[config.mk]
export PLATFORM = sky130hd
export DESIGN_NAME = lsc_slice_cluster
export DESIGN_NICKNAME = d
export VERILOG_FILES = /design/src/design/lsc_logic_slice.v /design/src/design/lsc_slice_cluster.v
export VERILOG_INCLUDE_DIRS = /design/src /design/src/common
export SDC_FILE = /design/constraint.sdc
export NUM_CORES = 1
export LEC_CHECK = 0
export BUFFER_PORTS_ARGS = -buffer_cell sky130_fd_sc_hd__buf_2
export CAP_MARGIN = 20
export CORE_ASPECT_RATIO = 1.1
export CORE_MARGIN = 2
export CORE_UTILIZATION = 45
export DETAILED_ROUTE_END_ITERATION = 7
export PLACE_DENSITY = 0.69
export SKIP_CTS_REPAIR_TIMING = 1
export SLEW_MARGIN = 20
export SYNTH_ARGS = -nofsm -noshare
export SYNTH_HDL_FRONTEND = slang
export SYNTH_SLANG_ARGS = --single-unit
[constraint.sdc]
create_clock -name clk -period 25.8 [get_ports clk]
set_input_delay 3.87 -clock clk [delete_from_list [all_inputs] [get_ports clk]]
set_output_delay 3.87 -clock clk [all_outputs]
set_load 0.01 [all_outputs]
[src/common/lsc_defines.vh]
`ifndef LSC_DEFINES_VH
`define LSC_DEFINES_VH

// cluster shape
`define LSC_SLICES      8
`define LSC_ENTRY_LO    0
`define LSC_ENTRY_HI    4
`define LSC_LUT_BITS    16

// register data source select
`define LSC_SRC_SUM     2'h0
`define LSC_SRC_LUT     2'h1
`define LSC_SRC_PACK    2'h2
`define LSC_SRC_CHAIN   2'h3

// register values
`define LSC_CLR_VAL     1'h0
`define LSC_PRESET_VAL  1'h1
`define LSC_RST_VAL     1'h0

`endif

[src/design/lsc_logic_slice.v]
`timescale 1ns/1ps
`default_nettype none
`include "lsc_defines.vh"

module lsc_logic_slice
(
  input  wire        clk,          // cluster clock
  input  wire        rst,          // sync reset, high
  input  wire        ce,           // global freeze, high runs
  input  wire        chipClr,      // chip-wide clear, high
  input  wire        dataA,        // shared lut input
  input  wire        dataB,        // shared lut input
  input  wire [1:0]  dataC,        // per-half input
  input  wire [1:0]  dataD,        // per-half input
  input  wire [1:0]  dataE,        // third addend, shared mode
  input  wire        packingInLo,  // packing input, low register
  input  wire        packingInHi,  // packing input, high register
  input  wire [63:0] lutMask,      // four 16-bit lut masks
  input  wire        sharedMode,   // three-input add mode
  input  wire        sub,          // subtract
  input  wire        cntEn,        // counter enable
  input  wire        carryIn,      // carry into low adder
  input  wire        shareIn,      // shared chain in
  input  wire        regChainIn,   // register chain in
  input  wire        regEn,        // register clock enable
  input  wire        syncClr,      // cluster sync clear
  input  wire        syncLoad,     // cluster sync load
  input  wire [1:0]  syncData,     // sync load value
  input  wire [1:0]  asyncClr,     // selected clear per register
  input  wire        asyncLoad,    // cluster load/preset
  input  wire        presetMode,   // load constant one
  input  wire [1:0]  regSrc,       // register data source
  output wire [1:0]  sum,          // unregistered adder sums
  output wire [1:0]  lutOut,       // lut combinational outputs
  output wire        carryOut,     // high adder carry
  output wire        shareOut,     // shared chain out
  output wire [1:0]  q             // register outputs
);

  function lut4;
    input [15:0] mask;
    input [3:0]  sel;
    begin
      lut4 = mask[sel];
    end
  endfunction

  wire [2:0] c;
  wire [2:0] sh;
  assign c[0]     = carryIn;
  assign sh[0]    = shareIn;
  assign carryOut = c[2];
  assign shareOut = sh[2];

  genvar h;
  generate
    for (h = 0; h < 2; h = h + 1)
    begin : g_half
      wire [3:0] sel = {dataD[h], dataC[h], dataB, dataA};
      wire opX = lut4(lutMask[32*h +: 16], sel);
      wire opY = lut4(lutMask[32*h+16 +: 16], sel);
      wire opYe = (cntEn & opY) ^ sub;
      wire s3 = dataC[h] ^ dataD[h] ^ dataE[h];
      wire k3 = (dataC[h] & dataD[h]) | (dataE[h] & (dataC[h] | dataD[h]));
      wire addA = sharedMode ? s3 : opX;
      wire addB = sharedMode ? sh[h] : opYe;
      assign sum[h]    = addA ^ addB ^ c[h];
      assign c[h+1]    = (addA & addB) | (c[h] & (addA | addB));
      assign sh[h+1]   = sharedMode & k3;
      assign lutOut[h] = opX;

      wire pack  = (h == 0) ? packingInLo : packingInHi;
      wire chain = (h == 0) ? regChainIn : q[0];
      wire aData = presetMode ? `LSC_PRESET_VAL : pack;
      reg  d;
      reg  qh;
      assign q[h] = qh;
      always @*
      begin
        case (regSrc)
          `LSC_SRC_SUM:   d = sum[h];
          `LSC_SRC_LUT:   d = opX;
          `LSC_SRC_PACK:  d = pack;
          `LSC_SRC_CHAIN: d = chain;
          default:        d = sum[h];
        endcase
      end

      always @(posedge clk)
      begin
        if (chipClr)
          qh <= `LSC_CLR_VAL;
        else if (rst)
          qh <= `LSC_RST_VAL;
        else if (ce)
        begin
          if (asyncClr[h])
            qh <= `LSC_CLR_VAL;
          else if (asyncLoad)
            qh <= aData;
          else if (regEn)
          begin
            if (syncClr)
              qh <= `LSC_CLR_VAL;
            else if (syncLoad)
              qh <= syncData[h];
            else
              qh <= d;
          end
        end
      end
    end
  endgenerate

endmodule // lsc_logic_slice

`default_nettype wire

[src/design/lsc_slice_cluster.v]
// Functional notes
// - two full adders per slice, lut-fed
// - all four luts share dataA, dataB
// - carry ripples low, high, next slice
// - registered and unregistered adder results available
// - carry usable with lut outputs, sum ignored
// - subtract routed carry high when first less
// - sync load picks load data, else data
// - enables, up/down, add/sub from local inputs
// - sync clear, load act cluster-wide
// - chains start slice 0 or 4
// - long chains link to following clusters
// - half chains continue into same half
// - column parity chooses bypassable half
// - shared mode does three-input add
// - shared carry feeds next adder
// - shared chains start 0/4, same bypass
// - packing inputs still feed registers
// - register chain forms independent shift register
// - preset is async load of one
// - clear wins over load/preset
// - two clears, one load/preset per cluster
// - enabled chip clear overrides everything
// - two registers per slice, full controls
// - async load data from packing inputs
`timescale 1ns/1ps
`default_nettype none
`include "lsc_defines.vh"

module lsc_slice_cluster
#(
  parameter SLICES         = `LSC_SLICES,
  parameter BYPASS_TOP_COL = 1
)
(
  input  wire                clk,           // cluster clock
  input  wire                rst,           // sync reset, high
  input  wire                ce,            // freeze when low
  input  wire                chipClearN,    // chip-wide clear, low
  input  wire                chipClearEn,   // chip clear option
  input  wire                sharedMode,    // shared arithmetic mode
  input  wire                addSub,        // high subtracts
  input  wire                upDown,        // high counts up
  input  wire                cntEn,         // counter enable
  input  wire                regEn,         // register clock enable
  input  wire                syncClr,       // cluster sync clear
  input  wire                syncLoad,      // cluster sync load
  input  wire                asyncClrA,     // first clear
  input  wire                asyncClrB,     // second clear
  input  wire [2*SLICES-1:0] clrSel,        // per register: 1 picks B
  input  wire                asyncLoad,     // load/preset
  input  wire                presetMode,    // load one, not data
  input  wire                startLo,       // chain starts at slice 0
  input  wire                startHi,       // chain starts at slice 4
  input  wire                halfChain,     // half-cluster chains
  input  wire                bypassHalf,    // bypass one half
  input  wire                routeFromTop,  // route top half carry
  input  wire                carryInTop,    // prev cluster top exit
  input  wire                carryInBot,    // prev cluster bottom exit
  input  wire                shareInTop,    // prev shared top exit
  input  wire                shareInBot,    // prev shared bottom exit
  input  wire                regChainIn,    // register chain in
  input  wire [SLICES-1:0]   dataA,         // shared lut input
  input  wire [SLICES-1:0]   dataB,         // shared lut input
  input  wire [2*SLICES-1:0] dataC,         // per-half input
  input  wire [2*SLICES-1:0] dataD,         // per-half input
  input  wire [2*SLICES-1:0] dataE,         // third addend
  input  wire [SLICES-1:0]   packingInLo,   // low packing inputs
  input  wire [SLICES-1:0]   packingInHi,   // high packing inputs
  input  wire [2*SLICES-1:0] syncData,      // sync load values
  input  wire [63:0]         lutMask,       // lut masks
  input  wire [1:0]          regSrc,        // register data source
  output wire [2*SLICES-1:0] regQ,          // register outputs
  output wire [2*SLICES-1:0] sumComb,       // unregistered sums
  output wire [2*SLICES-1:0] lutComb,       // lut outputs
  output wire                carryOutTop,   // top half exit
  output wire                carryOutBot,   // bottom half exit
  output wire                shareOutTop,   // shared top exit
  output wire                shareOutBot,   // shared bottom exit
  output wire                carryRoute,    // final carry to routing
  output reg                 carryRouteQ,   // registered routing carry
  output wire                regChainOut    // register chain out
);

  localparam ENTRY_HI = `LSC_ENTRY_HI;

  // subtract when add/sub asks for it, flipped when counting down
  wire sub     = addSub ^ ~upDown;
  wire chipClr = chipClearEn & ~chipClearN;

  wire bypassTop = bypassHalf & (BYPASS_TOP_COL != 0);
  wire bypassBot = bypassHalf & (BYPASS_TOP_COL == 0);

  wire [SLICES:0]   cy;
  wire [SLICES:0]   sh;
  wire [SLICES-1:0] cyIn;
  wire [SLICES-1:0] shIn;
  wire [SLICES-1:0] sliceCout;
  wire [SLICES-1:0] sliceShOut;
  wire [SLICES:0]   rc;

  assign rc[0]       = regChainIn;
  assign regChainOut = rc[SLICES];

  genvar i;
  generate
    for (i = 0; i < SLICES; i = i + 1)
    begin : g_slice
      if (i == `LSC_ENTRY_LO)
      begin : g_lo
        // full chains enter from the bottom exit, half chains top to top
        assign cyIn[i] = startLo ? sub :
                         (halfChain ? carryInTop : carryInBot);
        assign shIn[i] = startLo ? 1'b0 :
                         (halfChain ? shareInTop : shareInBot);
      end
      else if (i == ENTRY_HI)
      begin : g_hi
        assign cyIn[i] = startHi ? sub :
                         (halfChain ? carryInBot : cy[i]);
        assign shIn[i] = startHi ? 1'b0 :
                         (halfChain ? shareInBot : sh[i]);
      end
      else
      begin : g_mid
        assign cyIn[i] = cy[i];
        assign shIn[i] = sh[i];
      end

      assign cy[i+1] = sliceCout[i];
      assign sh[i+1] = sliceShOut[i];

      lsc_logic_slice u_slice
      (
        .clk         (clk),
        .rst         (rst),
        .ce          (ce),
        .chipClr     (chipClr),
        .dataA       (dataA[i]),
        .dataB       (dataB[i]),
        .dataC       (dataC[2*i +: 2]),
        .dataD       (dataD[2*i +: 2]),
        .dataE       (dataE[2*i +: 2]),
        .packingInLo (packingInLo[i]),
        .packingInHi (packingInHi[i]),
        .lutMask     (lutMask),
        .sharedMode  (sharedMode),
        .sub         (sub),
        .cntEn       (cntEn),
        .carryIn     (cyIn[i]),
        .shareIn     (shIn[i]),
        .regChainIn  (rc[i]),
        .regEn       (regEn),
        .syncClr     (syncClr),
        .syncLoad    (syncLoad),
        .syncData    (syncData[2*i +: 2]),
        .asyncClr    ({clrSel[2*i+1] ? asyncClrB : asyncClrA,
                       clrSel[2*i] ? asyncClrB : asyncClrA}),
        .asyncLoad   (asyncLoad),
        .presetMode  (presetMode),
        .regSrc      (regSrc),
        .sum         (sumComb[2*i +: 2]),
        .lutOut      (lutComb[2*i +: 2]),
        .carryOut    (sliceCout[i]),
        .shareOut    (sliceShOut[i]),
        .q           (regQ[2*i +: 2])
      );

      assign rc[i+1] = regQ[2*i+1];
    end
  endgenerate

  // a bypassed half hands the incoming chain straight to the next cluster
  assign carryOutTop = bypassTop ? carryInTop : sliceCout[ENTRY_HI-1];
  assign carryOutBot = bypassBot ? carryInBot : sliceCout[SLICES-1];
  assign shareOutTop = bypassTop ? shareInTop : sliceShOut[ENTRY_HI-1];
  assign shareOutBot = bypassBot ? shareInBot : sliceShOut[SLICES-1];

  // routed carry is a borrow when subtracting: high means first < second
  wire chainEnd = (halfChain & routeFromTop) ? sliceCout[ENTRY_HI-1]
                                             : sliceCout[SLICES-1];
  assign carryRoute = sub ? ~chainEnd : chainEnd;

  always @(posedge clk)
  begin
    if (chipClr)
      carryRouteQ <= `LSC_CLR_VAL;
    else if (rst)
      carryRouteQ <= `LSC_RST_VAL;
    else if (ce)
      carryRouteQ <= carryRoute;
  end

endmodule // lsc_slice_cluster

`default_nettype wire

==> metrics.txt <==
CTS tree=done; cell taking the most area after synthesis=mux4_2; Initial Utilization=a little under half; synth-to-layout area growth=12.5%; Die ar.=~0.019 mm2; clock sinks=17; Core ar.=approximately 0.018 mm2; Distinct cells, synth=57; vias per cell=between 7 and 8; fin nets=1242; most frequent cell after synthesis=mux2i_1; first-pass GRT wire length=51700 um; Port Buf Inserts=approximately 260; Critical Path Sink Type=primary output; worst slew pin tran=a little over 1 ns; number of remaining DRC errors=0; Hold Crit Depth=2; R2R Setup Slk=24.25 ns; Total Wirelength=between 30000 and 40000 um; max_cap viols=0; synthesis-stage register bit count=17; ranking of synthesized cells by area=mux4_2 (22%), mux2i_1 (13%), fa_1 (7.8%); min Tclk post-route=~16 ns; max_slew headroom=approximately a third; via count=roughly 8800; layout cells sized above 1=between 30 and 40%; critical path peak fanout=23; post-synthesis sequential area ratio=under 10%; gr usage total=between 30% and 40%; min-delay src=carryRouteQ; Pre-antenna DRT Iters=5; I/O pins=approximately 260; Setup crit start kind=primary input; Hold Path Sink=carryRouteQ; Die Wd=about 130 um; Power per Cell Area=32.3 mW/mm2; main flop type after synthesis=dfxtp_1; WS Path Type=primary input to primary output; Pleak=0.00386 uW; Initial DRC Count=1167; antenna diode count=0; Root Buffer=clkbuf_16; DRT antenna net count=0; # H-tree levels=1; routed len/inst=27.3 um; num rows=~50; RSZ-0062 raised after global routing=no; synth cell count leaders=mux2i_1 (105), mux4_2 (79), o21ai_0 (59); Max Freq=~64 MHz; status=completed; clk_skew=0.00339 ns; Ys Warns=0; Final setup viols=0; clk slew on worst S/H paths=0.06 ns; Worst Path Arrival=between 10 and 15 ns; Syn Nets=1091; Reg2Reg Capture Point=g_slice[1].u_slice.g_half[0].qh; crit share post-route=approximately 60%; Post-Synthesis Cells=between 800 and 900; DP HPWL=26000 um; Placer Congestion=~0.96; grt ovf=0; reg-to-reg critical path startpoint=g_slice[0].u_slice.g_half[1].qh; EDFF count, synth=0; initial antenna violation count=1; Design Power=around 300 uW; latest clock arrival within the worst-skew pair=0.26 ns; largest net degree at the start of global routing=35; Async SR Flop Fraction=0%; Syn Area/Cell=9.64 um2; Mapped Area=~0.008 mm2; cells on worst reg2reg path=5; placed inst area=0.00919 mm2; worst ir drop on vdd=approximately 0.000023 V; top cell type's share of synthesized area=21.6%; setup tns final=0 ns; Setup WS post-layout=roughly 10 ns; Hold Crit Class=flip-flop to flip-flop; number of global-route vias before repair=8488; Final Slew Violations=0; final hold vios=0; CTS Buffer Depth=2; die height=146 um; Place WS=~10 ns; Worst Path Required=around 22 ns; CTS Buf Count=3; Final Cell Area=around 0.009 mm2
[critical path, cell delays in order]
cell and delay, ns:
buf_2 0.25, inv_1 0.66, nand2_1 0.36, o31a_1 0.38, o211ai_1 0.11, fa_1 0.23
fa_1 0.19, fa_1 0.16, inv_1 0.05, fa_1 0.40, fa_1 0.40, fa_1 0.41
fa_1 0.41, fa_1 0.43, o21ai_0 0.16, o21ai_0 0.13, fa_1 0.40, fa_1 0.40
fa_1 0.43, fa_1 0.42, fa_1 0.39, inv_1 0.08, fa_1 0.21, fa_1 0.20
fa_1 0.26, mux2i_1 0.12, xnor2_1 0.20, buf_2 0.17
[registers in the layout, summed over array words and instances, names as in the netlist]
| register | flops |
|---|---|
| g_slice.u_slice.g_half.qh | 16 |
| carryRouteQ | 1 |
[cell families (layout without fill, tap and decap cells)]
group           count (synthesis)  count (layout)  synth area share, %
mux                           246             246                 46.0
simple gates                  163             163                 10.5
compound gates                239             239                 21.4
fa+ha+maj                      32              32                 7.77
xor+xnor                        4               4                0.425
buf+inv                       154             304                 9.76
flops                          17              17                 4.13
[layout by cell type (no fill, tap or decap), drive strengths merged, types with 11 or more instances in the layout]
cell type	n
dfxtp	17
mux2	41
fa	32
nor3	17
a2bb2oi	16
inv	40
nor2b	31
nand2	36
a221oi	17
buf	260
nor2	35
or4b	13
o21ai	61
mux4	95
mux2i	110
a211oi	56
a31oi	11
[report_power, final]
part | total [uW] | internal (uW) | switching, uW
sequential | 28.7 | 27.3 | 1.33
clock | 33.7 | 21.1 | 12.6
combinational | 237 | 99.0 | 138
[per-layer routing]
layer  share of wire, %  vias to the layer above  GRT usage, %
met4                3.3                        2          10.7
met3                 12                      100          4.28
met5              0.027                        -             0
li1                   -                     3717             -
met1                 38                     4251          46.5
met2                 47                      759          56.2
[area by class of cell]
cell class                      count  area, um2
Multi-Input combinational cell    684       7100
Clock buffer                        4       78.8
Fill cell                        1664       8530
Tap cell                          238        298
Timing Repair Buffer              260       1310
Sequential cell                    17        340
Inverter                           40        150
[through the flow]
| stage | cells | utilization (%) | hold WS (ns) |
|---|---|---|---|
| final | 1243 | 52.1 | 0.497 |
| after global routing | 1243 | 52.1 | 0.530 |
| after CTS | 1243 | 52.1 | 0.503 |
| after detailed placement | 1239 | 51.6 | 0.490 |
| after global placement | 1239 | 51.6 | 0.491 |
| after floorplan | 855 | - | 0.523 |
[worst max-delay path by stage]
stage	startpoint	to	slack, ns
6_report	sharedMode	carryRoute	10.07
5_1_grt	sharedMode	carryRoute	9.66
4_1_cts	sharedMode	carryRoute	10.15
3_5_place_dp	sharedMode	carryRoute	10.18
3_3_place_gp	sharedMode	carryRoute	10.41
2_1_floorplan	dataB[0]	carryRoute	11.00
(Power assumes the default switching activity.)
